[src/rtl/seq_consts.svh]
/*
  Constants of the external memory cycle sequencer: clock rates, derived unit
  length, register offsets, field positions and reset values.
  Assumes it is included by bare name from the unit divider and the sequencer.
*/
`ifndef SEQ_CONSTS_SVH
`define SEQ_CONSTS_SVH

// Clocking of the unit timer
`define MCLK_PERIOD_NS 5
`define REF_CLK_PERIOD_NS 200
`define PLL_MULTIPLIER 4
`define CYCLE_CLK_PERIOD_NS (`REF_CLK_PERIOD_NS / `PLL_MULTIPLIER)
`define HALF_UNIT_NS (`CYCLE_CLK_PERIOD_NS / 2)
`define UNIT_CYCLES (`HALF_UNIT_NS / `MCLK_PERIOD_NS)

// Register offsets
`define REG_PHASE_CFG 8'h00
`define REG_STROBE_CFG 8'h04
`define REG_STATUS 8'h08

// Field positions
`define EARLY_WRITE_BIT 20
`define WAIT_SYNC_BIT 32

// Reset values and limits
`define PHASE_CFG_RST 12'hfff
`define STROBE_CFG_RST 21'h028c3e
`define STROBE_MAX 5'h1f

`endif

[src/rtl/seq_pkg.sv]
/*
  Types of the external memory cycle sequencer: phase states, the access
  request carrier and the state records of each module.
  Assumes seq_consts.svh is on the include path.
*/
package seq_pkg;

  typedef enum logic [8:0] {
    st_idle = 9'h001,
    phase_addr_setup = 9'h002,
    phase_addr_hold = 9'h004,
    phase_turnaround = 9'h008,
    phase_extendable_setup = 9'h010,
    phase_data_transfer = 9'h020,
    phase_data_hold = 9'h040,
    st_pad = 9'h080,
    st_internal = 9'h100
  } phase_e;

  typedef struct packed {
    logic internal;
    logic refresh;
    logic write;
    logic [3:0] byte_en;
    logic [29:0] word_addr;
    logic [31:0] wdata;
  } mem_req_s;

  typedef struct packed {
    phase_e phase;
    logic [2:0] ucnt;
    logic par;
    logic [4:0] scnt;
    mem_req_s req;
    logic [11:0] lens;
    logic [4:0] s1;
    logic early;
    logic [11:0] phase_cfg;
    logic [20:0] strobe_cfg;
    logic [31:0] rdata;
    logic rd_valid;
    logic [31:0] rd_data;
    logic taken;
    logic [29:0] bus_o;
    logic bus_oe;
    logic d0_o;
    logic d1_o;
    logic rd_n;
    logic as_n;
    logic ls_n;
    logic [3:0] wr_n;
    logic clk_d;
    logic clk_o;
    logic [32:0] sync1;
    logic [32:0] sync2;
  } seq_state_s;

  typedef struct packed {
    logic [2:0] cnt;
    logic tick;
    logic lvl;
  } div_state_s;

  typedef struct packed {
    logic strobe_n;
  } dstrobe_state_s;

endpackage

[src/rtl/unit_divider.sv]
/*
  Half-cycle unit timer: a one-cycle enable at each unit boundary and the
  level of the derived processor clock.
  Assumes one clock at the rate given in seq_consts.svh.
*/
`timescale 1ns/1ps
`include "seq_consts.svh"

module unit_divider (
  // Clock and reset
  input wire logic mclk_in,
  input wire logic rst_b_in,
  // Unit timing
  output logic tick_out,
  output logic lvl_out
);

  seq_pkg::div_state_s r;
  seq_pkg::div_state_s n;

  always_comb begin
    n = r;
    n.tick = 1'b0;
    if (r.cnt == 3'(`UNIT_CYCLES - 1)) begin
      n.cnt = 3'h0;
      n.tick = 1'b1;
      // Level flips every unit, so the unit is exactly half a period
      n.lvl = ~r.lvl; // RL1 RL2
    end else begin
      n.cnt = r.cnt + 3'h1;
    end
  end

  always_ff @(posedge mclk_in) begin
    if (!rst_b_in) begin
      r <= '0;
    end else begin
      r <= n;
    end
  end

  assign tick_out = r.tick;
  assign lvl_out = r.lvl;
endmodule

[src/rtl/delayed_strobe.sv]
/*
  One delayed strobe: with a nonzero delay, falls that many units after the address
  strobe falls and rises when the data transfer phase ends; a zero delay holds it low for the whole cycle.
  Assumes its inputs come from the sequencer's registered phase state.
*/
`timescale 1ns/1ps

module delayed_strobe (
  // Clock and reset
  input wire logic mclk_in,
  input wire logic rst_b_in,
  // Phase information
  input wire logic in_cycle_in,
  input wire logic active_in,
  input wire logic [4:0] units_in,
  input wire logic [4:0] delay_in,
  // Strobe
  output logic strobe_n_out
);

  seq_pkg::dstrobe_state_s r;
  seq_pkg::dstrobe_state_s n;

  always_comb begin
    n = r;
    // A zero delay holds the strobe low for the whole cycle
    n.strobe_n = !((delay_in == 5'h00 && in_cycle_in) || (active_in && units_in >= delay_in)); // RL21
  end

  always_ff @(posedge mclk_in) begin
    if (!rst_b_in) begin
      r <= '{strobe_n: 1'b1};
    end else begin
      r <= n;
    end
  end

  assign strobe_n_out = r.strobe_n;
endmodule

[src/rtl/ext_memory_cycle_sequencer.sv]
/*
  External memory cycle sequencer: six configurable phases counted in
  half-cycle units, multiplexed address/data pins, address, read, length,
  delayed and byte write strobes, and the internal access mirror.
  Assumes requests and register accesses come from logic on mclk_in; memory
  pins and the wait request arrive asynchronously and are synchronised here.
*/
// Added by the designer: strobed register access and the register offsets.
// Overview of operation
// RL1: Unit is half the derived clock period.
// RL2: Derived clock period is reference over multiplier.
// RL3: Strobe edges coincide with derived clock edges.
// RL4: Cycle runs six phases in fixed order.
// RL5: Each phase lasts one to four units.
// RL6: Reset makes every phase four units.
// RL7: Fourth phase stretches while wait requested.
// RL8: Odd totals get one padding unit.
// RL9: Internal access mirrors address, strobes stay inactive.
// RL10: Address driven only in first two phases.
// RL11: Byte writes select lanes by write strobes.
// RL12: Data bits 1, 0 use flag pins.
// RL13: Read data sampled at fifth phase end.
// RL14: Write data held through hold and padding.
// RL15: Write flag low for writes, then data 0.
// RL16: Refresh flag low for refresh, then data 1.
// RL17: Read strobe low in phases four, five.
// RL18: Read strobe grows with lengths and waits.
// RL19: Address strobe low phases two to five.
// RL20: Length strobe low configured units from fall.
// RL21: Delayed strobes fall late, rise at five's end.
// RL22: Cycle equals phases plus waits plus pad.
// RL23: Wait inserts whole units until withdrawn.
`timescale 1ns/1ps
`include "seq_consts.svh"

module ext_memory_cycle_sequencer (
  // Clock and reset
  input wire logic mclk_in,
  input wire logic rst_b_in,
  // Register port
  input wire logic [7:0] reg_addr_in,
  input wire logic [31:0] reg_wdata_in,
  input wire logic reg_wr_in,
  input wire logic reg_rd_in,
  output logic [31:0] reg_rdata_out,
  // Access requests and read answers
  input wire logic req_valid_in,
  input wire seq_pkg::mem_req_s req_in,
  output logic req_taken_out,
  output logic rd_valid_out,
  output logic [31:0] rd_data_out,
  // Derived clock
  output logic cycle_clock_output_out,
  // Multiplexed address and data pins
  input wire logic [29:0] muxed_addr_data_bus_in,
  output logic [29:0] muxed_addr_data_bus_out,
  output logic muxed_addr_data_bus_oe_out,
  input wire logic write_flag_data0_in,
  output logic write_flag_data0_out,
  output logic write_flag_data0_oe_out,
  input wire logic refresh_flag_data1_in,
  output logic refresh_flag_data1_out,
  output logic refresh_flag_data1_oe_out,
  // Strobes and wait
  output logic read_strobe_n_out,
  output logic address_strobe_n_out,
  output logic length_strobe_n_out,
  output logic [2:0] delayed_strobes_n_out,
  output logic [3:0] byte_write_strobes_n_out,
  input wire logic mem_wait_in
);

  seq_pkg::seq_state_s r;
  seq_pkg::seq_state_s n;
  logic tick;
  logic lvl;
  logic [1:0] cur_len;
  logic last;
  logic wait_s;
  logic in_p12;
  logic in_p25;
  logic in_p26;
  logic in_data;
  logic in_ext;

  ////////////////////////////////////////////////////////////////////////////
  // Unit timer and delayed strobes

  unit_divider u_div (
    .mclk_in(mclk_in),
    .rst_b_in(rst_b_in),
    .tick_out(tick),
    .lvl_out(lvl)
  );

  genvar gi;
  generate
    for (gi = 0; gi < 3; gi++) begin : g_dly
      delayed_strobe u_dly (
        .mclk_in(mclk_in),
        .rst_b_in(rst_b_in),
        .in_cycle_in(in_ext),
        .active_in(in_p25),
        .units_in(r.scnt),
        .delay_in(r.strobe_cfg[5*gi+5 +: 5]),
        .strobe_n_out(delayed_strobes_n_out[gi])
      );
    end
  endgenerate

  ////////////////////////////////////////////////////////////////////////////
  // Phase decode

  always_comb begin
    unique case (r.phase)
      seq_pkg::st_idle: cur_len = 2'h0;
      seq_pkg::phase_addr_setup: cur_len = r.lens[1:0];
      seq_pkg::phase_addr_hold: cur_len = r.lens[3:2];
      seq_pkg::phase_turnaround: cur_len = r.lens[5:4];
      seq_pkg::phase_extendable_setup: cur_len = r.lens[7:6];
      seq_pkg::phase_data_transfer: cur_len = r.lens[9:8];
      seq_pkg::phase_data_hold: cur_len = r.lens[11:10];
      seq_pkg::st_pad: cur_len = 2'h0;
      seq_pkg::st_internal: cur_len = 2'h1;
    endcase
  end

  // Length codes are units minus one, so a phase spans one to four units
  assign last = (r.ucnt == {1'b0, cur_len}); // RL5
  assign wait_s = r.sync2[`WAIT_SYNC_BIT];
  assign in_p12 = r.phase inside {seq_pkg::phase_addr_setup, seq_pkg::phase_addr_hold};
  assign in_p25 = r.phase inside {seq_pkg::phase_addr_hold, seq_pkg::phase_turnaround,
                                  seq_pkg::phase_extendable_setup, seq_pkg::phase_data_transfer};
  assign in_p26 = in_p25 || r.phase == seq_pkg::phase_data_hold;
  assign in_data = in_p26 && !in_p12 || r.phase == seq_pkg::st_pad;
  assign in_ext = in_p12 || in_data;

  ////////////////////////////////////////////////////////////////////////////
  // Next state

  always_comb begin
    n = r;
    n.taken = 1'b0;
    n.rd_valid = 1'b0;
    n.sync1 = {mem_wait_in, muxed_addr_data_bus_in, refresh_flag_data1_in, write_flag_data0_in};
    n.sync2 = r.sync1;
    n.clk_d = lvl;
    n.clk_o = r.clk_d; // RL3

    // Register writes change the next cycle's settings, except the delayed strobe delays, which act at once
    if (reg_wr_in) begin
      case (reg_addr_in)
        `REG_PHASE_CFG: n.phase_cfg = reg_wdata_in[11:0];
        `REG_STROBE_CFG: n.strobe_cfg = reg_wdata_in[20:0];
        default: ;
      endcase
    end
    n.rdata = 32'h0;
    if (reg_rd_in) begin
      case (reg_addr_in)
        `REG_PHASE_CFG: n.rdata = {20'h0, r.phase_cfg};
        `REG_STROBE_CFG: n.rdata = {11'h0, r.strobe_cfg};
        `REG_STATUS: n.rdata = {22'h0, wait_s, r.phase};
        default: n.rdata = 32'h0;
      endcase
    end

    if (tick) begin
      n.par = ~r.par;
      n.ucnt = last ? 3'h0 : r.ucnt + 3'h1;
      if (in_p26 && r.scnt != `STROBE_MAX) begin
        n.scnt = r.scnt + 5'h01;
      end
      unique case (r.phase)
        seq_pkg::st_idle: begin
        end
        seq_pkg::phase_addr_setup: begin
          if (last) begin
            n.phase = seq_pkg::phase_addr_hold; // RL4
            n.scnt = 5'h00;
          end
        end
        seq_pkg::phase_addr_hold: begin
          if (last) begin
            n.phase = seq_pkg::phase_turnaround; // RL4
          end
        end
        seq_pkg::phase_turnaround: begin
          if (last) begin
            n.phase = seq_pkg::phase_extendable_setup; // RL4
          end
        end
        seq_pkg::phase_extendable_setup: begin
          if (last && wait_s) begin
            // Each wait unit repeats the last unit of the phase
            n.ucnt = r.ucnt; // RL7 RL23 RL18
          end else if (last) begin
            n.phase = seq_pkg::phase_data_transfer; // RL4
          end
        end
        seq_pkg::phase_data_transfer: begin
          if (last) begin
            n.phase = seq_pkg::phase_data_hold; // RL4
            if (!r.req.write && !r.req.refresh) begin
              // Full word captured; byte selection is the requester's job
              n.rd_data = r.sync2[31:0]; // RL13 RL11 RL12 RL17
              n.rd_valid = 1'b1;
            end
          end
        end
        seq_pkg::phase_data_hold: begin
          if (last) begin
            // Parity holds units so far minus one: clear means an odd total
            n.phase = r.par ? seq_pkg::st_idle : seq_pkg::st_pad; // RL8 RL22
          end
        end
        seq_pkg::st_pad: begin
          n.phase = seq_pkg::st_idle; // RL8
        end
        seq_pkg::st_internal: begin
          if (last) begin
            n.phase = seq_pkg::st_idle;
          end
        end
      endcase

      // Start only where the coming unit begins on a rising clock edge
      if (n.phase == seq_pkg::st_idle && lvl && req_valid_in) begin // RL8
        n.phase = req_in.internal ? seq_pkg::st_internal : seq_pkg::phase_addr_setup;
        n.req = req_in;
        n.lens = r.phase_cfg;
        n.s1 = r.strobe_cfg[4:0];
        n.early = r.strobe_cfg[`EARLY_WRITE_BIT];
        n.ucnt = 3'h0;
        n.par = 1'b0;
        n.scnt = 5'h00;
        n.taken = 1'b1;
      end
    end

    // Pins follow the registered phase one cycle later, as does the clock
    if (in_p12 || r.phase == seq_pkg::st_internal) begin
      n.bus_o = r.req.word_addr; // RL10 RL9
      n.bus_oe = 1'b1;
      n.d0_o = ~r.req.write; // RL15 RL9
      n.d1_o = (r.phase == seq_pkg::st_internal) | ~r.req.refresh; // RL16 RL9
    end else if (in_data && r.req.write) begin
      n.bus_o = r.req.wdata[31:2]; // RL14 RL12
      n.bus_oe = 1'b1;
      n.d0_o = r.req.wdata[0]; // RL15
      n.d1_o = r.req.wdata[1]; // RL16
    end else begin
      n.bus_o = r.bus_o;
      n.bus_oe = 1'b0; // RL13
      n.d0_o = 1'b1;
      n.d1_o = 1'b1;
    end
    n.as_n = !in_p25; // RL19
    n.rd_n = !(r.phase inside {seq_pkg::phase_extendable_setup, seq_pkg::phase_data_transfer}
               && !r.req.write && !r.req.refresh); // RL17 RL18
    n.ls_n = !(in_p26 && r.scnt < r.s1); // RL20
    for (int i = 0; i < 4; i++) begin
      n.wr_n[i] = !(r.req.write && r.req.byte_en[i] &&
                   (r.phase inside {seq_pkg::phase_extendable_setup, seq_pkg::phase_data_transfer}
                    || (r.phase == seq_pkg::phase_turnaround && r.early))); // RL11
    end
  end

  ////////////////////////////////////////////////////////////////////////////
  // State register

  always_ff @(posedge mclk_in) begin
    if (!rst_b_in) begin
      r <= '0;
      r.phase <= seq_pkg::st_idle;
      r.phase_cfg <= `PHASE_CFG_RST; // RL6
      r.lens <= `PHASE_CFG_RST; // RL6
      r.strobe_cfg <= `STROBE_CFG_RST;
      r.d0_o <= 1'b1;
      r.d1_o <= 1'b1;
      r.rd_n <= 1'b1;
      r.as_n <= 1'b1;
      r.ls_n <= 1'b1;
      r.wr_n <= 4'hf;
    end else begin
      r <= n;
    end
  end

  assign reg_rdata_out = r.rdata;
  assign req_taken_out = r.taken;
  assign rd_valid_out = r.rd_valid;
  assign rd_data_out = r.rd_data;
  assign cycle_clock_output_out = r.clk_o;
  assign muxed_addr_data_bus_out = r.bus_o;
  assign muxed_addr_data_bus_oe_out = r.bus_oe;
  assign write_flag_data0_out = r.d0_o;
  assign write_flag_data0_oe_out = r.bus_oe;
  assign refresh_flag_data1_out = r.d1_o;
  assign refresh_flag_data1_oe_out = r.bus_oe;
  assign read_strobe_n_out = r.rd_n;
  assign address_strobe_n_out = r.as_n;
  assign length_strobe_n_out = r.ls_n;
  assign byte_write_strobes_n_out = r.wr_n;
endmodule

[config.mk]
export PLATFORM = sky130hd
export DESIGN_NAME = ext_memory_cycle_sequencer
export DESIGN_NICKNAME = d
export VERILOG_FILES = /design/src/rtl/seq_pkg.sv /design/src/rtl/unit_divider.sv /design/src/rtl/delayed_strobe.sv /design/src/rtl/ext_memory_cycle_sequencer.sv
export VERILOG_INCLUDE_DIRS = /design/src /design/src/rtl
export SDC_FILE = /design/constraint.sdc
export NUM_CORES = 1
export LEC_CHECK = 0
export ABC_CLOCK_PERIOD_IN_PS = 4500
export BUFFER_PORTS_ARGS = -buffer_cell sky130_fd_sc_hd__buf_2
export CORE_ASPECT_RATIO = 0.5
export CORE_MARGIN = 2
export CORE_UTILIZATION = 31
export DETAILED_ROUTE_END_ITERATION = 6
export GPL_TIMING_DRIVEN = 0
export HOLD_SLACK_MARGIN = 0.08
export PLACE_DENSITY_LB_ADDON = 0.12
export SLEW_MARGIN = 20
export SYNTH_ARGS = -nofsm -noshare
export SYNTH_HDL_FRONTEND = slang
export SYNTH_SLANG_ARGS = --single-unit
[constraint.sdc]
create_clock -name mclk_in -period 4.5 [get_ports mclk_in]
set_input_delay 0.9 -clock mclk_in [delete_from_list [all_inputs] [get_ports mclk_in]]
set_output_delay 0.9 -clock mclk_in [all_outputs]
set_load 0.05 [all_outputs]
Word-level counts from Yosys, hierarchy flattened
Index checks and enable logic that the tools add are counted.

cells by class
  add/subtract/negate cells = 3
  $lt $le $gt $ge = 4
  equality and inequality tests = 16
  mux-type cells = 26
  bitwise operators = 6
  reductions and logical operators = 64

operator list
  cell                                           number
  2-to-1 mux 105 bit                             1
  2-to-1 mux 33 bit                              3
  2-to-1 mux 9 bit                               10
  case mux 9 bit (8 select lines)                1
  case mux 21 bit (3 select lines)               1
  logical AND 1 bit                              25
  == test 9 x 1 -> 1 bit, second input constant  2
  case mux 2 bit (8 select lines)                1
  >= comparator 5 bit                            3
  logical NOT 5 bit                              3
  2-to-1 mux 5 bit                               3
  logical NOT 1 bit                              13
  AND reduction 2 bit                            6
  == test 9 x 2 -> 1 bit, second input constant  1
  == test 9 x 3 -> 1 bit, second input constant  1
  == test 9 x 4 -> 1 bit, second input constant  1
  == test 9 x 5 -> 1 bit, second input constant  1
  == test 9 x 6 -> 1 bit, second input constant  1
  == test 9 x 7 -> 1 bit, second input constant  1
  == test 9 x 8 -> 1 bit, second input constant  1
  == test 9 bit, second input constant           1
  2-to-1 mux 3 bit                               3
  == test 8 x 3 -> 1 bit, second input constant  1
  == test 8 x 4 -> 1 bit, second input constant  1
  other kinds (18)                               34

word-level totals
  flip-flop bits (word level) = 320
  output and inout port bits = 112

Depth between registers and ports, before layout
  word-level depth = 13
  gate-level depth with buffers = 13

Hierarchy
A second synthesis with hierarchy kept.

second synthesis, totals
  cells, all modules = 1440
  area, all modules = 12635.9 um^2

modules (own cells, without submodules)
  module                      times used  cells each  area each (um^2)  sequential area each (um^2)
  ext_memory_cycle_sequencer  1           1361        11936.4           6005.8
  delayed_strobe              3           20          165.2             20.0
  unit_divider                1           19          203.9             100.1

Worst setup path before layout
OpenSTA, ideal clock, no wires.

  path kind = reg2reg
  start point = register r[308] (netlist name)
  end point = register r[220] (netlist name)
  arrival = 2969 ps
  slack = 1390 ps
  stages on the path, launching flop included = 12
  period minus slack after synthesis = 3110 ps
  path through = dfxtp_1 -> buf_2 -> or4_4 -> or3_1 -> a221o_1 -> and2_4 -> nor4_4 -> o2111a_1 -> o21a_1 -> buf_2 -> buf_6 -> o211ai_1

on the way
  cells in the longest elaborated chain, start to end = 12

ends and longest elaborated chain
  element                                                           line                                                                  text
  start: declaration                                                ext_memory_cycle_sequencer.sv:73                                      seq_pkg::seq_state_s r;
  start signal: assignment                                          ext_memory_cycle_sequencer.sv:286                                     r <= n;
  == test 9 x 8 -> 1 bit or == test 9 x 1 -> 1 bit (tied branches)  ext_memory_cycle_sequencer.sv:115, ext_memory_cycle_sequencer.sv:174
  OR reduction 2 bit (no line)                                      -
  case mux 2 bit (8 select lines)                                   ext_memory_cycle_sequencer.sv:115                                     unique case (r.phase)
  == test 3 x 2 -> 1 bit                                            ext_memory_cycle_sequencer.sv:129                                     assign last = (r.ucnt == {1'b0, cur_len});
  2-to-1 mux 9 bit or logical AND 1 bit (tied branches)             ext_memory_cycle_sequencer.sv:197, ext_memory_cycle_sequencer.sv:194
  2-to-1 mux 9 bit                                                  ext_memory_cycle_sequencer.sv:194                                     if (last && wait_s) begin
  case mux 9 bit (8 select lines) *                                 ext_memory_cycle_sequencer.sv:174                                     unique case (r.phase)
  2-to-1 mux 9 bit *                                                ext_memory_cycle_sequencer.sv:168                                     if (tick) begin
  == test 9 x 1 -> 1 bit *                                          ext_memory_cycle_sequencer.sv:228                                     if (n.phase == seq_pkg::st_idle && lvl && req_valid_in) begin
  logical AND 1 bit * (2 in a row)                                  ext_memory_cycle_sequencer.sv:228
  AND reduction 2 bit (no line) *                                   -

Every way passes the cells marked *; elsewhere a longest branch is shown, timed or not. The select of a mux whose other input is x is not followed.
A chain may end at the register's enable or synchronous reset.

Worst setup path after layout
  start point = register r[311] (netlist name)
  end point = register r, in the netlist rd_data_out[24]

on the way
  cells in the longest elaborated chain, start to end = 5

ends and longest elaborated chain
  element                                                           line
  == test 9 x 8 -> 1 bit or == test 9 x 1 -> 1 bit (tied branches)  ext_memory_cycle_sequencer.sv:115
  OR reduction 2 bit (no line)                                      -
  case mux 2 bit (8 select lines)                                   ext_memory_cycle_sequencer.sv:115
  == test 3 x 2 -> 1 bit                                            ext_memory_cycle_sequencer.sv:129
  AND reduction 4 bit (no line) *                                   -

Every way passes the cells marked *; elsewhere a longest branch is shown, timed or not.

==> reports/qor.yml <==
run_status:
  status: "finished, violations left"
  violations: "DRC"
yosys:
  yosys.area.top_type: "dfxtp_1"
  synth-edff-count: 0
  syn_inst: 1429
  synthArstFlopShare_pct: 0
  synth_cell_types: 64
  netlist_area_um2: 13100
  avgSynthCellArea_um2: 9.15
  ys_ff_latch: 308
  synth_common_cells: "dfxtp_1, nand2_1, mux2i_1"
  synthTopCellsByArea: "dfxtp_1, mux2i_1, nand2_1"
  synth_seq_area_share_pct: 47.2
  synth_most_common_cell: "dfxtp_1"
  ys.flop_type: "dfxtp_1"
  ys_warn_count: 0
  synth_top_area_share_pct: 47.2
detailed_routing:
  vias: 10497
  ant_nets: 0
  drt_iter0_drc: 560
  drt_first_pass_iters: 7
  wire_per_inst_um: 16.7
  drcViolationCount: 1
  viasPerCell: 4.60
  drt-total-wl_mm: 38.2
clock_network:
  cts_sinks: 308
  cts_resized: 0
  clockRootBuffer: "clkbuf_16"
  htreeDepth: 1
  cts_buffers: 30
  cts_hold_buf: 0
  cts_tree: "yes"
  cts.path.max_buffers: 3
  clk_pin_slew_worst_paths_ns: 0.06
  post_cts_buffers: 0
  clock_latency_ns: 0.58
setup_path:
  crit_family: "compound AO/OA/AOI/OAI gates"
  worstPathArrival_ns: 4.48
  crit_type: "register to register"
  slowest_stage: "o2111ai_1"
  cp.required_ns: 4.95
  worstSetupEndpointType: "register"
  critical-path-max-stage-delay_ns: 0.64
  crit_buf_inv: 2
  crit_chain: "clkbuf_1 > nor2b_1 > nor3b_1 > a221oi_1 > mux2i_1 > o31ai_4 > o2111ai_1 > buf_2 > mux2i_1 > nor2_1"
  start_kind: "register"
  cp_common_cell: "mux2i_1"
  worstPathMaxFanout: 10
pwr:
  pwr-share-comb_pct: 4.9
  internal-power_w: 0.00431
  irDropWorstVdd_mv: 0.304
  power_frac_seq_pct: 49.4
  swShare_pct: 23.4
  switchingPower_w: 0.00132
  clkPwrFrac_pct: 45.6
  power_per_cell_area_nw_per_um2: 353
  cellLeakagePower_nw: 6.99
  total_power_w: 0.00563
timing:
  hold_slack_ns: 0.385
  worst_slack_ns: 0.475
  finalSetupViolCount: 0
  hold_viol_final: 0
  rsz0062_at_grt: "no"
  fmax_mhz: 248
  maxSlewHeadroom_pct: 33.8
  finClkSkew_ns: 0.0187
  setup_tns_ns: 0
  period_needed_ns: 4.02
  maxSlewViolCount: 0
  worst_pin_slew_ns: 0.989
  fin_crit_sh_pct: 89.4
floorplanning:
  die-area_um2: 43900
  num_io_pins: 259
  rows: 53
  die_w_um: 294
  die_h_um: 149
  start_util_pct: 31.3
  coreArea_um2: 41800
min_path:
  hp-class: "register to register"
finish:
  fin_nets: 1877
  syn2layout_area_growth_pct: 22.1
  drive_gt1_share_pct: 24.1
  stdcell_count: 2283
placed_design:
  place_inst: 2224
  place.gp.congestion: 0.863
  hpwl_mm: 28.5
  dp_slack_ns: 0.502
  port_buffers: 235
global_routing:
  antenna_found_initial: 7
  grt_usage_pct: 17.2
  grt_pass1_wl_mm: 58.2
  grt_max_degree: 16
  grt_overflow_total: 0
  grt_pass1_vias: 10122
run:
  maxCapViolations: 0
-- layout by cell type, fill, tap and decap left out, drive strengths merged, types with 5 or more instances in the layout --
master,count
a211oi,38
a21oi,28
a222oi,10
a31oi,5
and2,80
and3,8
buf,356
clkbuf,117
clkinv,7
conb,11
dfxtp,308
diode,5
ha,24
inv,43
mux2i,142
nand2,243
nand2b,8
nand3,29
nand3b,6
nand4,10
nor2,97
nor2b,9
nor3,17
nor4,6
o2111ai,5
o211ai,32
o21ai,24
or4,5
xnor2,5
-- cells by family (layout without fill, tap and decap cells) --
kind of cell	Yosys count	after routing	synth area share [%]
other	1	16	0.0287
and+or+nand+nor	532	532	19.1
adders and majority gates	24	24	2.30
muxes	142	142	10.9
AOI/OAI and AO/OA	173	173	9.59
DFF	308	308	47.2
xor gates and xnor gates	9	9	0.603
buffers and inverters	240	529	10.4
-- layout make-up --
class	count	area, um2
fill	4380	25800
sequential	308	6170
multi-input combinational	891	5590
buffer	197	1190
timing repair buffer	235	1180
clock buffer	41	812
tap	550	688
clock inverter	13	163
inverter	43	161
antenna	5	12.5
-- worst paths after layout --
check | slack (ns) | startpoint | endpoint | depth (start not counted)
hold / removal | 0.39 | r[289] | byte_write_strobes_n_out[2] | 1
setup reg to reg | 0.48 | r[311] | rd_data_out[24] | 10
hold reg to reg | 0.39 | r[289] | byte_write_strobes_n_out[2] | 1
setup / recovery | 0.48 | r[311] | rd_data_out[24] | 10
-- routing by layer --
layer  vias to the layer above  track usage (%)  part of all wire (%)
li1                       5280                -                     -
met1                      4926             22.6                    45
met2                       223             28.5                    47
met3                        64             3.47                   5.3
met4                         4             5.03                   2.8
met5                         -                0                 0.068
-- registers in the layout, indices dropped and copies added, names as in the netlist --
name and count:
address_strobe_n_out 1, byte_write_strobes_n_out 4, cycle_clock_output_out 1, g_dly.u_dly.strobe_n_out 3, length_strobe_n_out 1, muxed_addr_data_bus_oe_out 1
muxed_addr_data_bus_out 30, n 34, r 170, rd_data_out 32, rd_valid_out 1, read_strobe_n_out 1
refresh_flag_data1_out 1, reg_rdata_out 21, req_taken_out 1, u_div.lvl_out 1, u_div.r 3, u_div.tick_out 1
write_flag_data0_out 1
-- stage by stage --
step | area, um2 | util (%)
CTS | 16000 | 38.2
detailed placement | 15000 | 35.8
global placement | 15000 | 35.8
finish | 16000 | 38.2
floorplan | 13100 | -
global route | 16000 | 38.2
-- power groups by stage --
stage,sequential [W],combinational (W),clock [W]
finish,0.00278,0.000278,0.00257
global route,0.00279,0.000312,0.00276
CTS,0.00278,0.000284,0.00265
detailed placement,0.00285,0.000283,0
global placement,0.00284,0.000282,0
floorplan,0.00284,0.000160,0
No activity file was read; power rests on OpenSTA's default activity.
